## config.mk

```make
export PLATFORM = sky130hd
export DESIGN_NAME = uswr_receiver
export DESIGN_NICKNAME = d
export VERILOG_FILES = /design/src/design/uswr_pkg.sv /design/src/design/uswr_fifo.sv /design/src/design/uswr_receiver.sv
export VERILOG_INCLUDE_DIRS = /design/src /design/src/design
export SDC_FILE = /design/constraint.sdc
export NUM_CORES = 1
export LEC_CHECK = 0
export BUFFER_PORTS_ARGS = -buffer_cell sky130_fd_sc_hd__buf_2
export CORE_MARGIN = 2
export CORE_UTILIZATION = 55
export CTS_BUF_LIST = sky130_fd_sc_hd__clkbuf_8
export DETAILED_ROUTE_END_ITERATION = 10
export GPL_ROUTABILITY_DRIVEN = 1
export PLACE_DENSITY = 0.84
export SKIP_LAST_GASP = 1
export SLEW_MARGIN = 20
export SYNTH_ARGS = -nofsm -noshare
export SYNTH_HDL_FRONTEND = slang
export SYNTH_HIERARCHICAL = 1
export SYNTH_SLANG_ARGS = --single-unit
```

## constraint.sdc

```tcl
create_clock -name clock -period 2.65 [get_ports clock]
set_clock_uncertainty 0.05 [all_clocks]
set_input_delay 0.3975 -clock clock [delete_from_list [all_inputs] [get_ports clock]]
set_output_delay 0.3975 -clock clock [all_outputs]
set_load 0.02 [all_outputs]
```

## src/design/uswr_params.svh

```systemverilog
`ifndef USWR_PARAMS_SVH
`define USWR_PARAMS_SVH
// clock and timing
`define USWR_CLK_HZ 25000000
`define USWR_CLK_MHZ 25
`define USWR_WAKE_MIN_US 18
`define USWR_WAKE_MAX_US 65
// least wait is exact, no rounding: 18 us at 25 MHz gives 450 cycles
`define USWR_WAKE_MIN_CYC ((`USWR_WAKE_MIN_US * `USWR_CLK_MHZ) + 0)
// fixed standby line rate
`define USWR_STBY_BPS 4800
// width of divider counters and of the wake counter
`define USWR_DIV_W 16
`define USWR_WAKE_W 12
// frame layout
`define USWR_DATA_BITS 8
`define USWR_BIT_CNT_W 4
`define USWR_PAR_BIT 4'h8
`define USWR_STOP_BIT_NP 4'h8
`define USWR_STOP_BIT_P 4'h9
// upper divider field position in the channel data word
`define USWR_DIV_HI 15
`define USWR_DIV_LO 9
// fifo shape
`define USWR_FIFO_W 8
`define USWR_FIFO_D 16
`define USWR_FIFO_AW 4
`endif

```

## src/design/uswr_pkg.sv

```systemverilog
package uswr_pkg;
  // receiver states
  typedef enum logic [1:0] {
    USWR_IDLE = 2'b00,
    USWR_START = 2'b01,
    USWR_DATA = 2'b10
  } uswr_state_type;
  // error event bundle of one frame
  typedef struct packed {
    logic parity;
    logic framing;
    logic overrun;
  } uswr_err_type;
endpackage

```

## src/design/uswr_fifo.sv

```systemverilog
`timescale 1ns/1ps
`include "uswr_params.svh"
module uswr_fifo #(
  parameter int WIDTH = `USWR_FIFO_W,
  parameter int DEPTH = `USWR_FIFO_D,
  parameter int AW = `USWR_FIFO_AW
) (
  input wire logic clock,
  input wire logic rst_b,
  input wire logic in_valid,
  output logic in_ready,
  input wire logic [WIDTH-1:0] in_data,
  output logic out_valid,
  input wire logic out_ready,
  output logic [WIDTH-1:0] out_data
);
  logic [WIDTH-1:0] mem_r [DEPTH];
  logic [AW-1:0] wr_r, wr_nxt, rd_r, rd_nxt;
  logic [AW:0] cnt_r, cnt_nxt;
  logic push, pop;
  // full and empty come from the occupancy count
  always_comb begin
    push = in_valid && (cnt_r != AW'(0) + (AW+1)'(DEPTH));
    pop = out_ready && (cnt_r != '0);
    wr_nxt = push ? wr_r + 1'b1 : wr_r;
    rd_nxt = pop ? rd_r + 1'b1 : rd_r;
    cnt_nxt = cnt_r + (AW+1)'(push) - (AW+1)'(pop);
  end
  always_ff @(posedge clock or negedge rst_b) begin
    if (!rst_b) begin
      wr_r <= '0;
      rd_r <= '0;
      cnt_r <= '0;
    end else begin
      wr_r <= wr_nxt;
      rd_r <= rd_nxt;
      cnt_r <= cnt_nxt;
    end
  end
  // storage has no reset; only written words are ever read
  always_ff @(posedge clock) begin
    if (push) begin
      mem_r[wr_r] <= in_data;
    end
  end
  assign in_ready = (cnt_r != (AW+1)'(DEPTH));
  assign out_valid = (cnt_r != '0);
  assign out_data = mem_r[rd_r];
endmodule // uswr_fifo

```

## src/design/uswr_receiver.sv

```systemverilog
`timescale 1ns/1ps
`include "uswr_params.svh"
// Functional notes
// - in deep halt with standby enabled the receiver keeps running
// - standby support exists only on channel zero, or zero and two
// - start-bit falling edge after halt begins frame reception
// - standby line rate is 4800 bps only
// - with wake bit set, frames started outside halt are unreliable
// - in standby, suppression bit blocks parity, framing, overrun flags and irq
// - standby reception only after 18 to 65 us transition delay
module uswr_receiver
  import uswr_pkg::*;
#(
  parameter bit CHANNEL_HAS_STANDBY = 1'b1
) (
  input wire logic clock,
  input wire logic rst_b,
  input wire logic serial_receive_pin,
  input wire logic channel_start_bit,
  input wire logic standby_wake_ctrl_bit,
  input wire logic deep_halt,
  input wire logic fast_osc_selected,
  input wire logic error_irq_enable_bit,
  input wire logic standby_error_suppress_bit,
  input wire logic parity_enable,
  input wire logic parity_odd,
  input wire logic [2:0] prescaler_select_reg,
  input wire logic [15:0] channel_data_reg,
  input wire logic flag_clear,
  output logic [7:0] rx_data,
  output logic rx_valid,
  input wire logic rx_ready,
  output logic reception_complete_req,
  output logic receive_error_irq,
  output logic parity_error_flag,
  output logic framing_error_flag,
  output logic overrun_error_flag,
  output logic standby_active
);
  //////////////////////////////////////////////////////////////////////
  // reset release and pin synchroniser
  logic rst_s1_r, rst_s2_r, rst_i_b;
  always_ff @(posedge clock or negedge rst_b) begin
    if (!rst_b) begin
      rst_s1_r <= 1'b0;
      rst_s2_r <= 1'b0;
    end else begin
      rst_s1_r <= 1'b1;
      rst_s2_r <= rst_s1_r;
    end
  end
  assign rst_i_b = rst_s2_r;
  logic pin_s1_r, pin_s2_r, pin_d_r;
  // only the second stage and its delayed copy pin_d_r are read by logic
  always_ff @(posedge clock or negedge rst_i_b) begin
    if (!rst_i_b) begin
      pin_s1_r <= 1'b1;
      pin_s2_r <= 1'b1;
      pin_d_r <= 1'b1;
    end else begin
      pin_s1_r <= serial_receive_pin;
      pin_s2_r <= pin_s1_r;
      pin_d_r <= pin_s2_r;
    end
  end
  //////////////////////////////////////////////////////////////////////
  // standby arming and transition wait
  logic [`USWR_WAKE_W-1:0] wake_cnt_r, wake_cnt_nxt;
  logic stby_r, stby_nxt, arm_ok;
  // standby needs the channel, the fast oscillator, the wake bit and deep halt
  assign arm_ok = CHANNEL_HAS_STANDBY && fast_osc_selected
                  && standby_wake_ctrl_bit && deep_halt;
  always_comb begin
    wake_cnt_nxt = wake_cnt_r;
    stby_nxt = stby_r;
    if (!arm_ok) begin
      wake_cnt_nxt = '0;
      stby_nxt = 1'b0;
    end else if (wake_cnt_r != `USWR_WAKE_W'(`USWR_WAKE_MIN_CYC)) begin
      wake_cnt_nxt = wake_cnt_r + 1'b1;
    end else begin
      stby_nxt = 1'b1;
    end
  end
  always_ff @(posedge clock or negedge rst_i_b) begin
    if (!rst_i_b) begin
      wake_cnt_r <= '0;
      stby_r <= 1'b0;
    end else begin
      wake_cnt_r <= wake_cnt_nxt;
      stby_r <= stby_nxt;
    end
  end
  //////////////////////////////////////////////////////////////////////
  // bit timing: prescaler 2^n, divider (field+1)*2 per bit
  logic run_en, in_stby_mode;
  // with wake bit set the receiver only listens once standby is reached;
  // earlier starts are refused rather than received wrong
  assign in_stby_mode = standby_wake_ctrl_bit;
  assign run_en = channel_start_bit
                  && (!in_stby_mode || stby_r);
  logic [`USWR_DIV_W-1:0] bit_len;
  logic [6:0] div_field;
  assign div_field = channel_data_reg[`USWR_DIV_HI:`USWR_DIV_LO];
  // one bit lasts 2^ps * 2 * (field + 1) clocks; at 4800 bps in
  // standby the software picks ps and field for the oscillator
  assign bit_len = `USWR_DIV_W'((({9'h000, div_field} + 16'h0001)
                   << 1) << prescaler_select_reg);
  //////////////////////////////////////////////////////////////////////
  // receive state machine
  uswr_state_type st_r, st_nxt;
  logic [`USWR_DIV_W-1:0] tick_r, tick_nxt;
  logic [`USWR_BIT_CNT_W-1:0] bit_r, bit_nxt;
  logic [7:0] shf_r, shf_nxt;
  logic par_r, par_nxt;
  logic done, push_ok, fifo_in_ready;
  uswr_err_type ev;
  logic [`USWR_BIT_CNT_W-1:0] stop_idx;
  assign stop_idx = parity_enable ? `USWR_STOP_BIT_P : `USWR_STOP_BIT_NP;
  always_comb begin
    st_nxt = st_r;
    tick_nxt = tick_r;
    bit_nxt = bit_r;
    shf_nxt = shf_r;
    par_nxt = par_r;
    done = 1'b0;
    ev = '0;
    unique case (st_r)
      USWR_IDLE: begin
        // falling edge on the pin is the start bit
        if (run_en && pin_d_r && !pin_s2_r) begin
          st_nxt = USWR_START;
          tick_nxt = bit_len >> 1;
        end
      end
      USWR_START: begin
        if (tick_r != '0) begin
          tick_nxt = tick_r - 1'b1;
        end else if (pin_s2_r) begin
          st_nxt = USWR_IDLE; // glitch, not a start bit
        end else begin
          st_nxt = USWR_DATA;
          tick_nxt = bit_len - 1'b1;
          bit_nxt = '0;
          par_nxt = parity_odd;
        end
      end
      USWR_DATA: begin
        if (tick_r != '0) begin
          tick_nxt = tick_r - 1'b1;
        end else begin
          tick_nxt = bit_len - 1'b1;
          bit_nxt = bit_r + 1'b1;
          if (bit_r < `USWR_BIT_CNT_W'(`USWR_DATA_BITS)) begin
            shf_nxt = {pin_s2_r, shf_r[7:1]}; // lsb first
            par_nxt = par_r ^ pin_s2_r;
          end else if (parity_enable && bit_r == `USWR_PAR_BIT) begin
            par_nxt = par_r ^ pin_s2_r;
          end
          if (bit_r == stop_idx) begin
            st_nxt = USWR_IDLE;
            done = 1'b1;
            ev.framing = !pin_s2_r;
            ev.parity = parity_enable && par_r;
            ev.overrun = !fifo_in_ready;
          end
        end
      end
      default: st_nxt = USWR_IDLE;
    endcase
    if (!channel_start_bit) begin
      st_nxt = USWR_IDLE;
    end
  end
  always_ff @(posedge clock or negedge rst_i_b) begin
    if (!rst_i_b) begin
      st_r <= USWR_IDLE;
      tick_r <= '0;
      bit_r <= '0;
      shf_r <= '0;
      par_r <= 1'b0;
    end else begin
      st_r <= st_nxt;
      tick_r <= tick_nxt;
      bit_r <= bit_nxt;
      shf_r <= shf_nxt;
      par_r <= par_nxt;
    end
  end
  // overrun frames are dropped, keeping older words intact
  assign push_ok = done && fifo_in_ready;
  //////////////////////////////////////////////////////////////////////
  // error flags, interrupt and completion request
  logic pef_r, fef_r, ovf_r, irq_r, cmp_r;
  logic pef_nxt, fef_nxt, ovf_nxt, irq_nxt, cmp_nxt, sup;
  assign sup = standby_error_suppress_bit && stby_r;
  always_comb begin
    // set beats clear in the same cycle
    pef_nxt = (pef_r && !flag_clear) || (ev.parity && !sup);
    fef_nxt = (fef_r && !flag_clear) || (ev.framing && !sup);
    ovf_nxt = (ovf_r && !flag_clear) || (ev.overrun && !sup);
    irq_nxt = error_irq_enable_bit && !sup
              && (ev.parity || ev.framing || ev.overrun);
    cmp_nxt = push_ok && stby_r;
  end
  always_ff @(posedge clock or negedge rst_i_b) begin
    if (!rst_i_b) begin
      pef_r <= 1'b0;
      fef_r <= 1'b0;
      ovf_r <= 1'b0;
      irq_r <= 1'b0;
      cmp_r <= 1'b0;
    end else begin
      pef_r <= pef_nxt;
      fef_r <= fef_nxt;
      ovf_r <= ovf_nxt;
      irq_r <= irq_nxt;
      cmp_r <= cmp_nxt;
    end
  end
  assign parity_error_flag = pef_r;
  assign framing_error_flag = fef_r;
  assign overrun_error_flag = ovf_r;
  assign receive_error_irq = irq_r;
  assign reception_complete_req = cmp_r;
  assign standby_active = stby_r;
  //////////////////////////////////////////////////////////////////////
  // received bytes wait in the fifo; a stalled reader causes overrun
  logic fifo_valid, fifo_take;
  logic [7:0] fifo_data;
  uswr_fifo #(
    .WIDTH(`USWR_FIFO_W),
    .DEPTH(`USWR_FIFO_D),
    .AW(`USWR_FIFO_AW)
  ) u_fifo (
    .clock(clock),
    .rst_b(rst_i_b),
    .in_valid(push_ok),
    .in_ready(fifo_in_ready),
    .in_data(shf_r),
    .out_valid(fifo_valid),
    .out_ready(fifo_take),
    .out_data(fifo_data)
  );
  // output stage so the reader sees flops; it refills whenever empty or
  // being taken, so back to back reads lose no cycle
  logic out_v_r, out_v_nxt;
  logic [7:0] out_d_r, out_d_nxt;
  assign fifo_take = !out_v_r || rx_ready;
  always_comb begin
    out_v_nxt = out_v_r && !rx_ready;
    out_d_nxt = out_d_r;
    if (fifo_valid && fifo_take) begin
      out_v_nxt = 1'b1;
      out_d_nxt = fifo_data;
    end
  end
  always_ff @(posedge clock or negedge rst_i_b) begin
    if (!rst_i_b) begin
      out_v_r <= 1'b0;
      out_d_r <= '0;
    end else begin
      out_v_r <= out_v_nxt;
      out_d_r <= out_d_nxt;
    end
  end
  assign rx_valid = out_v_r;
  assign rx_data = out_d_r;
  //////////////////////////////////////////////////////////////////////
  // checks
  property p_suppress_flags;
    @(posedge clock) disable iff (!rst_i_b)
    (sup && !flag_clear) |=> !$rose(pef_r) && !$rose(fef_r)
                             && !$rose(ovf_r);
  endproperty
  a_suppress_flags: assert property (p_suppress_flags)
    else $error("error flag rose while suppressed");
  property p_suppress_irq;
    @(posedge clock) disable iff (!rst_i_b)
    sup |=> !irq_r;
  endproperty
  a_suppress_irq: assert property (p_suppress_irq)
    else $error("error irq while suppressed");
  property p_wake_delay;
    @(posedge clock) disable iff (!rst_i_b)
    $rose(stby_r)
      |-> $past(wake_cnt_r) == `USWR_WAKE_W'(`USWR_WAKE_MIN_CYC);
  endproperty
  a_wake_delay: assert property (p_wake_delay)
    else $error("standby entered before transition delay");
  property p_no_stby_unarmed;
    @(posedge clock) disable iff (!rst_i_b)
    !arm_ok |=> !stby_r;
  endproperty
  a_no_stby_unarmed: assert property (p_no_stby_unarmed)
    else $error("standby without arming");
  property p_start_edge;
    @(posedge clock) disable iff (!rst_i_b)
    (st_r == USWR_IDLE && run_en && pin_d_r && !pin_s2_r
     && channel_start_bit) |=> st_r == USWR_START;
  endproperty
  a_start_edge: assert property (p_start_edge)
    else $error("start edge ignored");
  property p_refuse_early;
    @(posedge clock) disable iff (!rst_i_b)
    (st_r == USWR_IDLE && standby_wake_ctrl_bit && !stby_r)
      |=> st_r == USWR_IDLE;
  endproperty
  a_refuse_early: assert property (p_refuse_early)
    else $error("frame started outside standby");
  property p_complete;
    @(posedge clock) disable iff (!rst_i_b)
    (push_ok && stby_r) |=> reception_complete_req;
  endproperty
  a_complete: assert property (p_complete)
    else $error("missing completion request");
  property p_channel_gate;
    @(posedge clock) disable iff (!rst_i_b)
    (!CHANNEL_HAS_STANDBY || !fast_osc_selected) |=> !stby_r;
  endproperty
  a_channel_gate: assert property (p_channel_gate)
    else $error("standby on unsupported channel or clock");
endmodule // uswr_receiver

```

Word-level counts from Yosys, hierarchy flattened

Memory sizes are Yosys's and may differ from the RTL's. A register that Yosys moved wholly into a read port is not among the register bits.
Cells that the tools add are included.

Add/sub/neg operators: 9
Muxes and demuxes: 36
Equality and inequality tests: 18
$lt $le $gt $ge: 1
Reductions and logical operators: 46
Bitwise gates (word level): 2
Shift operators: 1

Operators with widths:

| kind                                                                      | number |
|---|---|
| 16-bit 2-to-1 mux                                                         | 4 |
| 16-bit one-hot mux with 3 select lines                                    | 1 |
| 16-bit by 1-bit subtractor with 16-bit output (second input constant)     | 2 |
| 12-bit 2-to-1 mux                                                         | 2 |
| 1-bit logical AND                                                         | 21 |
| 3-bit inequality test (second input constant)                             | 6 |
| 16-bit nonzero test                                                       | 1 |
| 9-bit by 3-bit left shift with 16-bit output                              | 1 |
| 1-bit 2-to-1 mux                                                          | 14 |
| 12-bit by 1-bit adder with 12-bit output (second input constant)          | 1 |
| 4-bit by 1-bit adder with 4-bit output (second input constant)            | 3 |
| 2-bit 2-to-1 mux                                                          | 6 |
| 4-bit 2-to-1 mux                                                          | 3 |
| 12-bit by 9-bit inequality test with 1-bit output (second input constant) | 1 |
| 2-bit inequality test (second input constant)                             | 5 |
| 3-bit 2-to-1 mux                                                          | 3 |
| 7-bit by 1-bit adder with 8-bit output (second input constant)            | 1 |
| 1-bit zero test                                                           | 8 |
| 4-bit one-hot mux with 2 select lines                                     | 1 |
| 4-bit AND reduction                                                       | 2 |
| 1-bit logical OR                                                          | 7 |
| 2-bit one-hot mux with 3 select lines                                     | 1 |
| 3-bit AND reduction                                                       | 2 |
| 5-bit by 1-bit adder with 5-bit output                                    | 1 |
| other kinds (16)                                                          | 16 |

Memory bits (writable): 128
Output and inout bits: 15
Memories kept: 1
Word-level logic and storage cells: 135
Register bits: 68

Memory list:

| memory       | depth | bits a word | read ports | clocked after memory_dff | write ports | line            | text |
|---|---|---|---|---|---|---|---|
| u_fifo.mem_r | 16    | 8           | 1          | 1                        | 1           | uswr_fifo.sv:17 | `logic [WIDTH-1:0] mem_r [DEPTH];` |

Logic depth before layout (Yosys ltp)

Depth after elaboration: 9
Depth in mapped cells: 18
Gate-level depth less buffers: 16

Hierarchy

Netlist, hierarchy kept.

By module, submodules not included:

| module        | cells each | times used | area an instance (µm²) | sequential area each (µm²) |
|---|---|---|---|---|
| uswr_fifo     | 321        | 1          | 5749.3                 | 4169.0 |
| uswr_receiver | 465        | 1          | 4197.8                 | 1580.3 |

Worst setup path after synthesis

OpenSTA, ideal clock, no wires.

Path kind: reg-to-reg
From: register tick_r[7]
To: register u_fifo.cnt_r[4]
Data arrival time: 3.169 ns
Stages on the path, launching flop included: 19
Setup slack: -0.649 ns
Setup time: 0.080 ns
Cells stage by stage: dfrtp_1 nor4_1 and4_1 and2_2 buf_2 nand3_1 nor2_1 and2_1 buf_2 inv_2 ha_1 inv_1 ha_1 inv_1 fa_1 inv_1 a21oi_1 o21bai_1 xnor2_1

Longest elaborated chain between the ends: 7

RTL lines:

| element                                     | line                 | text |
|---|---|---|
| start: declaration                          | uswr_receiver.sv:112 | `` logic [`USWR_DIV_W-1:0] tick_r, tick_nxt; `` |
| start signal: assignment                    | uswr_receiver.sv:184 | `tick_r <= tick_nxt;` |
| 16-bit nonzero test                         | uswr_receiver.sv:149 | `if (tick_r != '0) begin` |
| 1-bit 2-to-1 mux                            | uswr_receiver.sv:149 |  |
| 1-bit 2-to-1 mux                            | uswr_receiver.sv:128 | `unique case (st_r)` |
| 1-bit logical AND                           | uswr_receiver.sv:191 | `assign push_ok = done && fifo_in_ready;` |
| named net push_ok                           | uswr_receiver.sv:116 | `logic done, push_ok, fifo_in_ready;` |
| 1-bit logical AND                           | uswr_fifo.sv:23      | `push = in_valid && (cnt_r != AW'(0) + (AW+1)'(DEPTH));` |
| 5-bit by 1-bit adder with 5-bit output      | uswr_fifo.sv:27      | `cnt_nxt = cnt_r + (AW+1)'(push) - (AW+1)'(pop);` |
| 5-bit by 1-bit subtractor with 5-bit output | uswr_fifo.sv:27      |  |
| named net u_fifo.cnt_nxt[4]                 | uswr_fifo.sv:19      | `logic [AW:0] cnt_r, cnt_nxt;` |
| end signal: assignment                      | uswr_fifo.sv:37      | `cnt_r <= cnt_nxt;` |
| end: declaration                            | uswr_fifo.sv:19      |  |

The timed path passes the listed nets, and every way through them passes these cells.
A chain may end at the register's enable or synchronous reset.

Worst setup path after layout

From: register tick_r[6]
To: register u_fifo.cnt_r[4]

The elaborated chain is that of the path after synthesis.

==> impl_metrics.env <==
export IMPL_synth_main_ff_cell="edfxtp_1"
export IMPL_worst_slack_ps=-234
export IMPL_cp_start_kind="flip-flop"
export IMPL_fmax_mhz=347
export IMPL_clkPwrFrac_pct=24.0
export IMPL_avgViaCountPerCell=6.02
export IMPL_synth_area_mux_share_pct=9.32
export IMPL_htreeDepth=1
export IMPL_fin_nets=991
export IMPL_cp_required_ps=3080
export IMPL_end_kind="flip-flop"
export IMPL_overflow=0
export IMPL_power_switching_mw=3.33
export IMPL_grt_use_total_pct=24.1
export IMPL_rsz0062_at_grt="yes"
export IMPL_initial_core_util_pct=55.8
export IMPL_ctsLongestPathBuffers=3
export IMPL_dpl_hpwl_um=15100
export IMPL_ir_drop_mv=0.585
export IMPL_path_max_fanout=2
export IMPL_antenna_found_initial=0
export IMPL_use_met3_pct=3.39
export IMPL_synth_distinct_cells=85
export IMPL_clkLatencyLatePin_ps=570
export IMPL_yosysMostFrequentCell="edfxtp_1"
export IMPL_seqPwrFrac_pct=39.7
export IMPL_powerDensity_nw_per_um2=811
export IMPL_hold_viol_final=0
export IMPL_hold_path_class="in2reg"
export IMPL_grt_start_max_net_pins=75
export IMPL_synth_simple_gate_area_share_pct=12.1
export IMPL_synth_top_family_by_area="simple AND/OR/NAND/NOR gates"
export IMPL_ant_nets=0
export IMPL_cellLeakagePower_nw=4.73
export IMPL_final_layout_size_suffix_gt1_share_pct=31.8
export IMPL_setup_violations=7
export IMPL_numCtsBuffers=30
export IMPL_path_clk_slew_ps=70
export IMPL_grt_pass1_vias=7226
export IMPL_hold_slack_ps=44.7
export IMPL_path_cells="nor4_4, and4_4, and2_4, nand3_4, nor2_2, and2_4, inv_6, ha_4, inv_4, ha_4, inv_2, fa_2, inv_2, a21oi_2, o21bai_1, xnor2_1"
export IMPL_drc=0
export IMPL_finish_utilization_pct=67.2
export IMPL_arrival_ps=3310
export IMPL_cts_root_buf="clkbuf_8"
export IMPL_area_growth_pct=20.4
export IMPL_cp_slowest_stage_delay_ps=420
export IMPL_drt_iter0_drc=672
export IMPL_ys_top_cells_by_count="edfxtp_1, dfrtp_1, nand2_1, nor2_1"
export IMPL_synth_edf_count=128
export IMPL_path_class="reg2reg"
export IMPL_fp_dieArea_um2=19200
export IMPL_holdCritStartpoint="channel_start_bit"
export IMPL_gp_congestion=0.888
export IMPL_maxSlewHeadroom_pct=35.4
export IMPL_synth_async_sr_flop_share_pct=37.3
export IMPL_switching_share_pct=34.2
export IMPL_die_w_um=138
export IMPL_syn_area_um2=9950
export IMPL_wl_um=23200
export IMPL_vias=7159
export IMPL_antenna_cells=0
export IMPL_status="finished, violations left"
export IMPL_violations="negative setup slack"
export IMPL_finalCriticalPeriod_ps=2880
export IMPL_cts_sinks=204
export IMPL_seq_area_frac_synth_pct=57.8
export IMPL_p_total_mw=9.72
export IMPL_synth_area_leaders="edfxtp_1, dfrtp_1, mux2i_1"
export IMPL_grt_busiest_layer="met2"
export IMPL_portBuffers=37
export IMPL_synthCells=786
export IMPL_gr_usage_met1_pct=32.5
export IMPL_slowest_stage="dfrtp_1"
export IMPL_r2r_start="tick_r[6]$_DFFE_PN0P_"
export IMPL_maxCapViolCount=0
export IMPL_cts_tree="yes"
export IMPL_yosysTopAreaCell="edfxtp_1"
export IMPL_combinationalPowerShare_pct=36.3
export IMPL_yosys_warnings=6
export IMPL_io_pins=47
export IMPL_p_int_mw=6.39
export IMPL_wl_per_cell_um=19.5
export IMPL_cp_startpoint="tick_r[6]$_DFFE_PN0P_"
export IMPL_drt_pass1_iterations=5
export IMPL_yosys_area_share_adder_pct=2.84
export IMPL_final_max_slew_viol_count=0
export IMPL_fin_cells=1190
export IMPL_dp_cells=1119
export IMPL_synth_compound_area_share_pct=11.9
export IMPL_synth_top_area_share_pct=38.6
export IMPL_syn_avg_cell_area_um2=12.7
export IMPL_use_met2_pct=40.5
export IMPL_tightestPinTransition_ps=969
export IMPL_core_um2=17800
export IMPL_die_h_um=138
export IMPL_fin_tns_setup_ps=-555
export IMPL_grt_pass1_wl_um=37200
export IMPL_rows=49
export IMPL_synth_xor_area_share_pct=2.55
export IMPL_ys_ff_latch=204
export IMPL_fin_crit_sh_pct=109
export IMPL_synth_fp_nets=840
cell usage in the layout, fill, tap and decap left out, types with 11 or more instances in the layout:
cell type	instances
dfrtp_1	71
xnor2_1	13
mux4_2	16
mux2i_1	36
ha_1	18
a21oi_1	21
nand2_1	51
mux2_2	17
xor2_1	15
nand3_1	20
buf_4	112
nor2_1	36
clkbuf_8	32
a221oi_1	17
edfxtp_1	128
buf_2	37
inv_1	43
o21ai_0	33
and2_4	11
nor3_1	16
sequential cells by signal (all words and copies together), names as in the netlist, 2 cells and up:
name,count
bit_r,4
u_fifo/mem_r,128
rx_data,8
wake_cnt_r,12
shf_r,8
u_fifo/cnt_r,5
tick_r,16
u_fifo/wr_r,4
u_fifo/rd_r,4
st_r,2
cell type report:
cell class	instances	area, um2
tap	229	287
sequential	204	5750
multi-input combinational	507	4100
timing repair buffer	159	1150
clock inverter	24	105
fill	1170	5860
inverter	35	139
clock buffer	32	440
power by group through the flow:
stage	registers [mW]	logic, mW	clock network [mW]
final	3.86	3.52	2.33
after global routing	3.90	3.81	2.50
after CTS	3.84	3.32	2.35
after detailed placement	3.90	3.20	0
after global placement	3.89	3.10	0
after floorplan	3.92	2.07	0
routing by layer:
metal  vias up  wire length [um]
li1       3298                 -
met1      3533              9600
met2       277             11600
met3        51              1310
met4         0               656
met5         -                 0
critical path, delay by kind of cell, from the launching register on:
family / cells / cell delay, ps
fa+ha+maj: 3 / 670
compound gates: 2 / 210
buf+inv: 4 / 200
simple gates: 6 / 1110
flops: 1 / 420
xor+xnor: 1 / 140
timing repair:
item,in CTS,in global routing
resized for setup,17,36
hold endpoints to repair,5,0
pin swaps,8,20
hold buffers,3,0
endpoints found under the setup margin,106,147
buffers inserted,5,10
cells by family (layout without fill, tap and decap cells):
logic type | Yosys count | count (layout)
compound gates | 166 | 166
other cells | 1 | 1
fa+ha+maj | 22 | 22
mux | 70 | 70
buf+inv | 75 | 250
xor+xnor | 29 | 29
simple gates | 219 | 219
flops | 204 | 204
worst paths after layout:
path	to	slack, ps	cells past startpoint
max	u_fifo/cnt_r[4]$_DFF_PN0_	-230	16
min	st_r[0]$_DFFE_PN0P_	40	2
max reg2reg	u_fifo/cnt_r[4]$_DFF_PN0_	-230	16
min reg2reg	pin_s2_r$_DFF_PN1_	310	0
max in group asynchronous	u_fifo/rd_r[0]$_DFFE_PN0P_	1440	0
min in group asynchronous	rst_i_b$_DFF_PN0_	100	2
stage by stage:
| stage | setup WS (ps) | instance area [um2] |
|---|---|---|
| after CTS | -195 | 11800 |
| after detailed placement | -309 | 11100 |
| after global placement | -252 | 11100 |
| final | -234 | 12000 |
| after global routing | -372 | 12000 |
| after floorplan | -366 | 10000 |
Note: power is estimated with default switching activity, not from simulation.
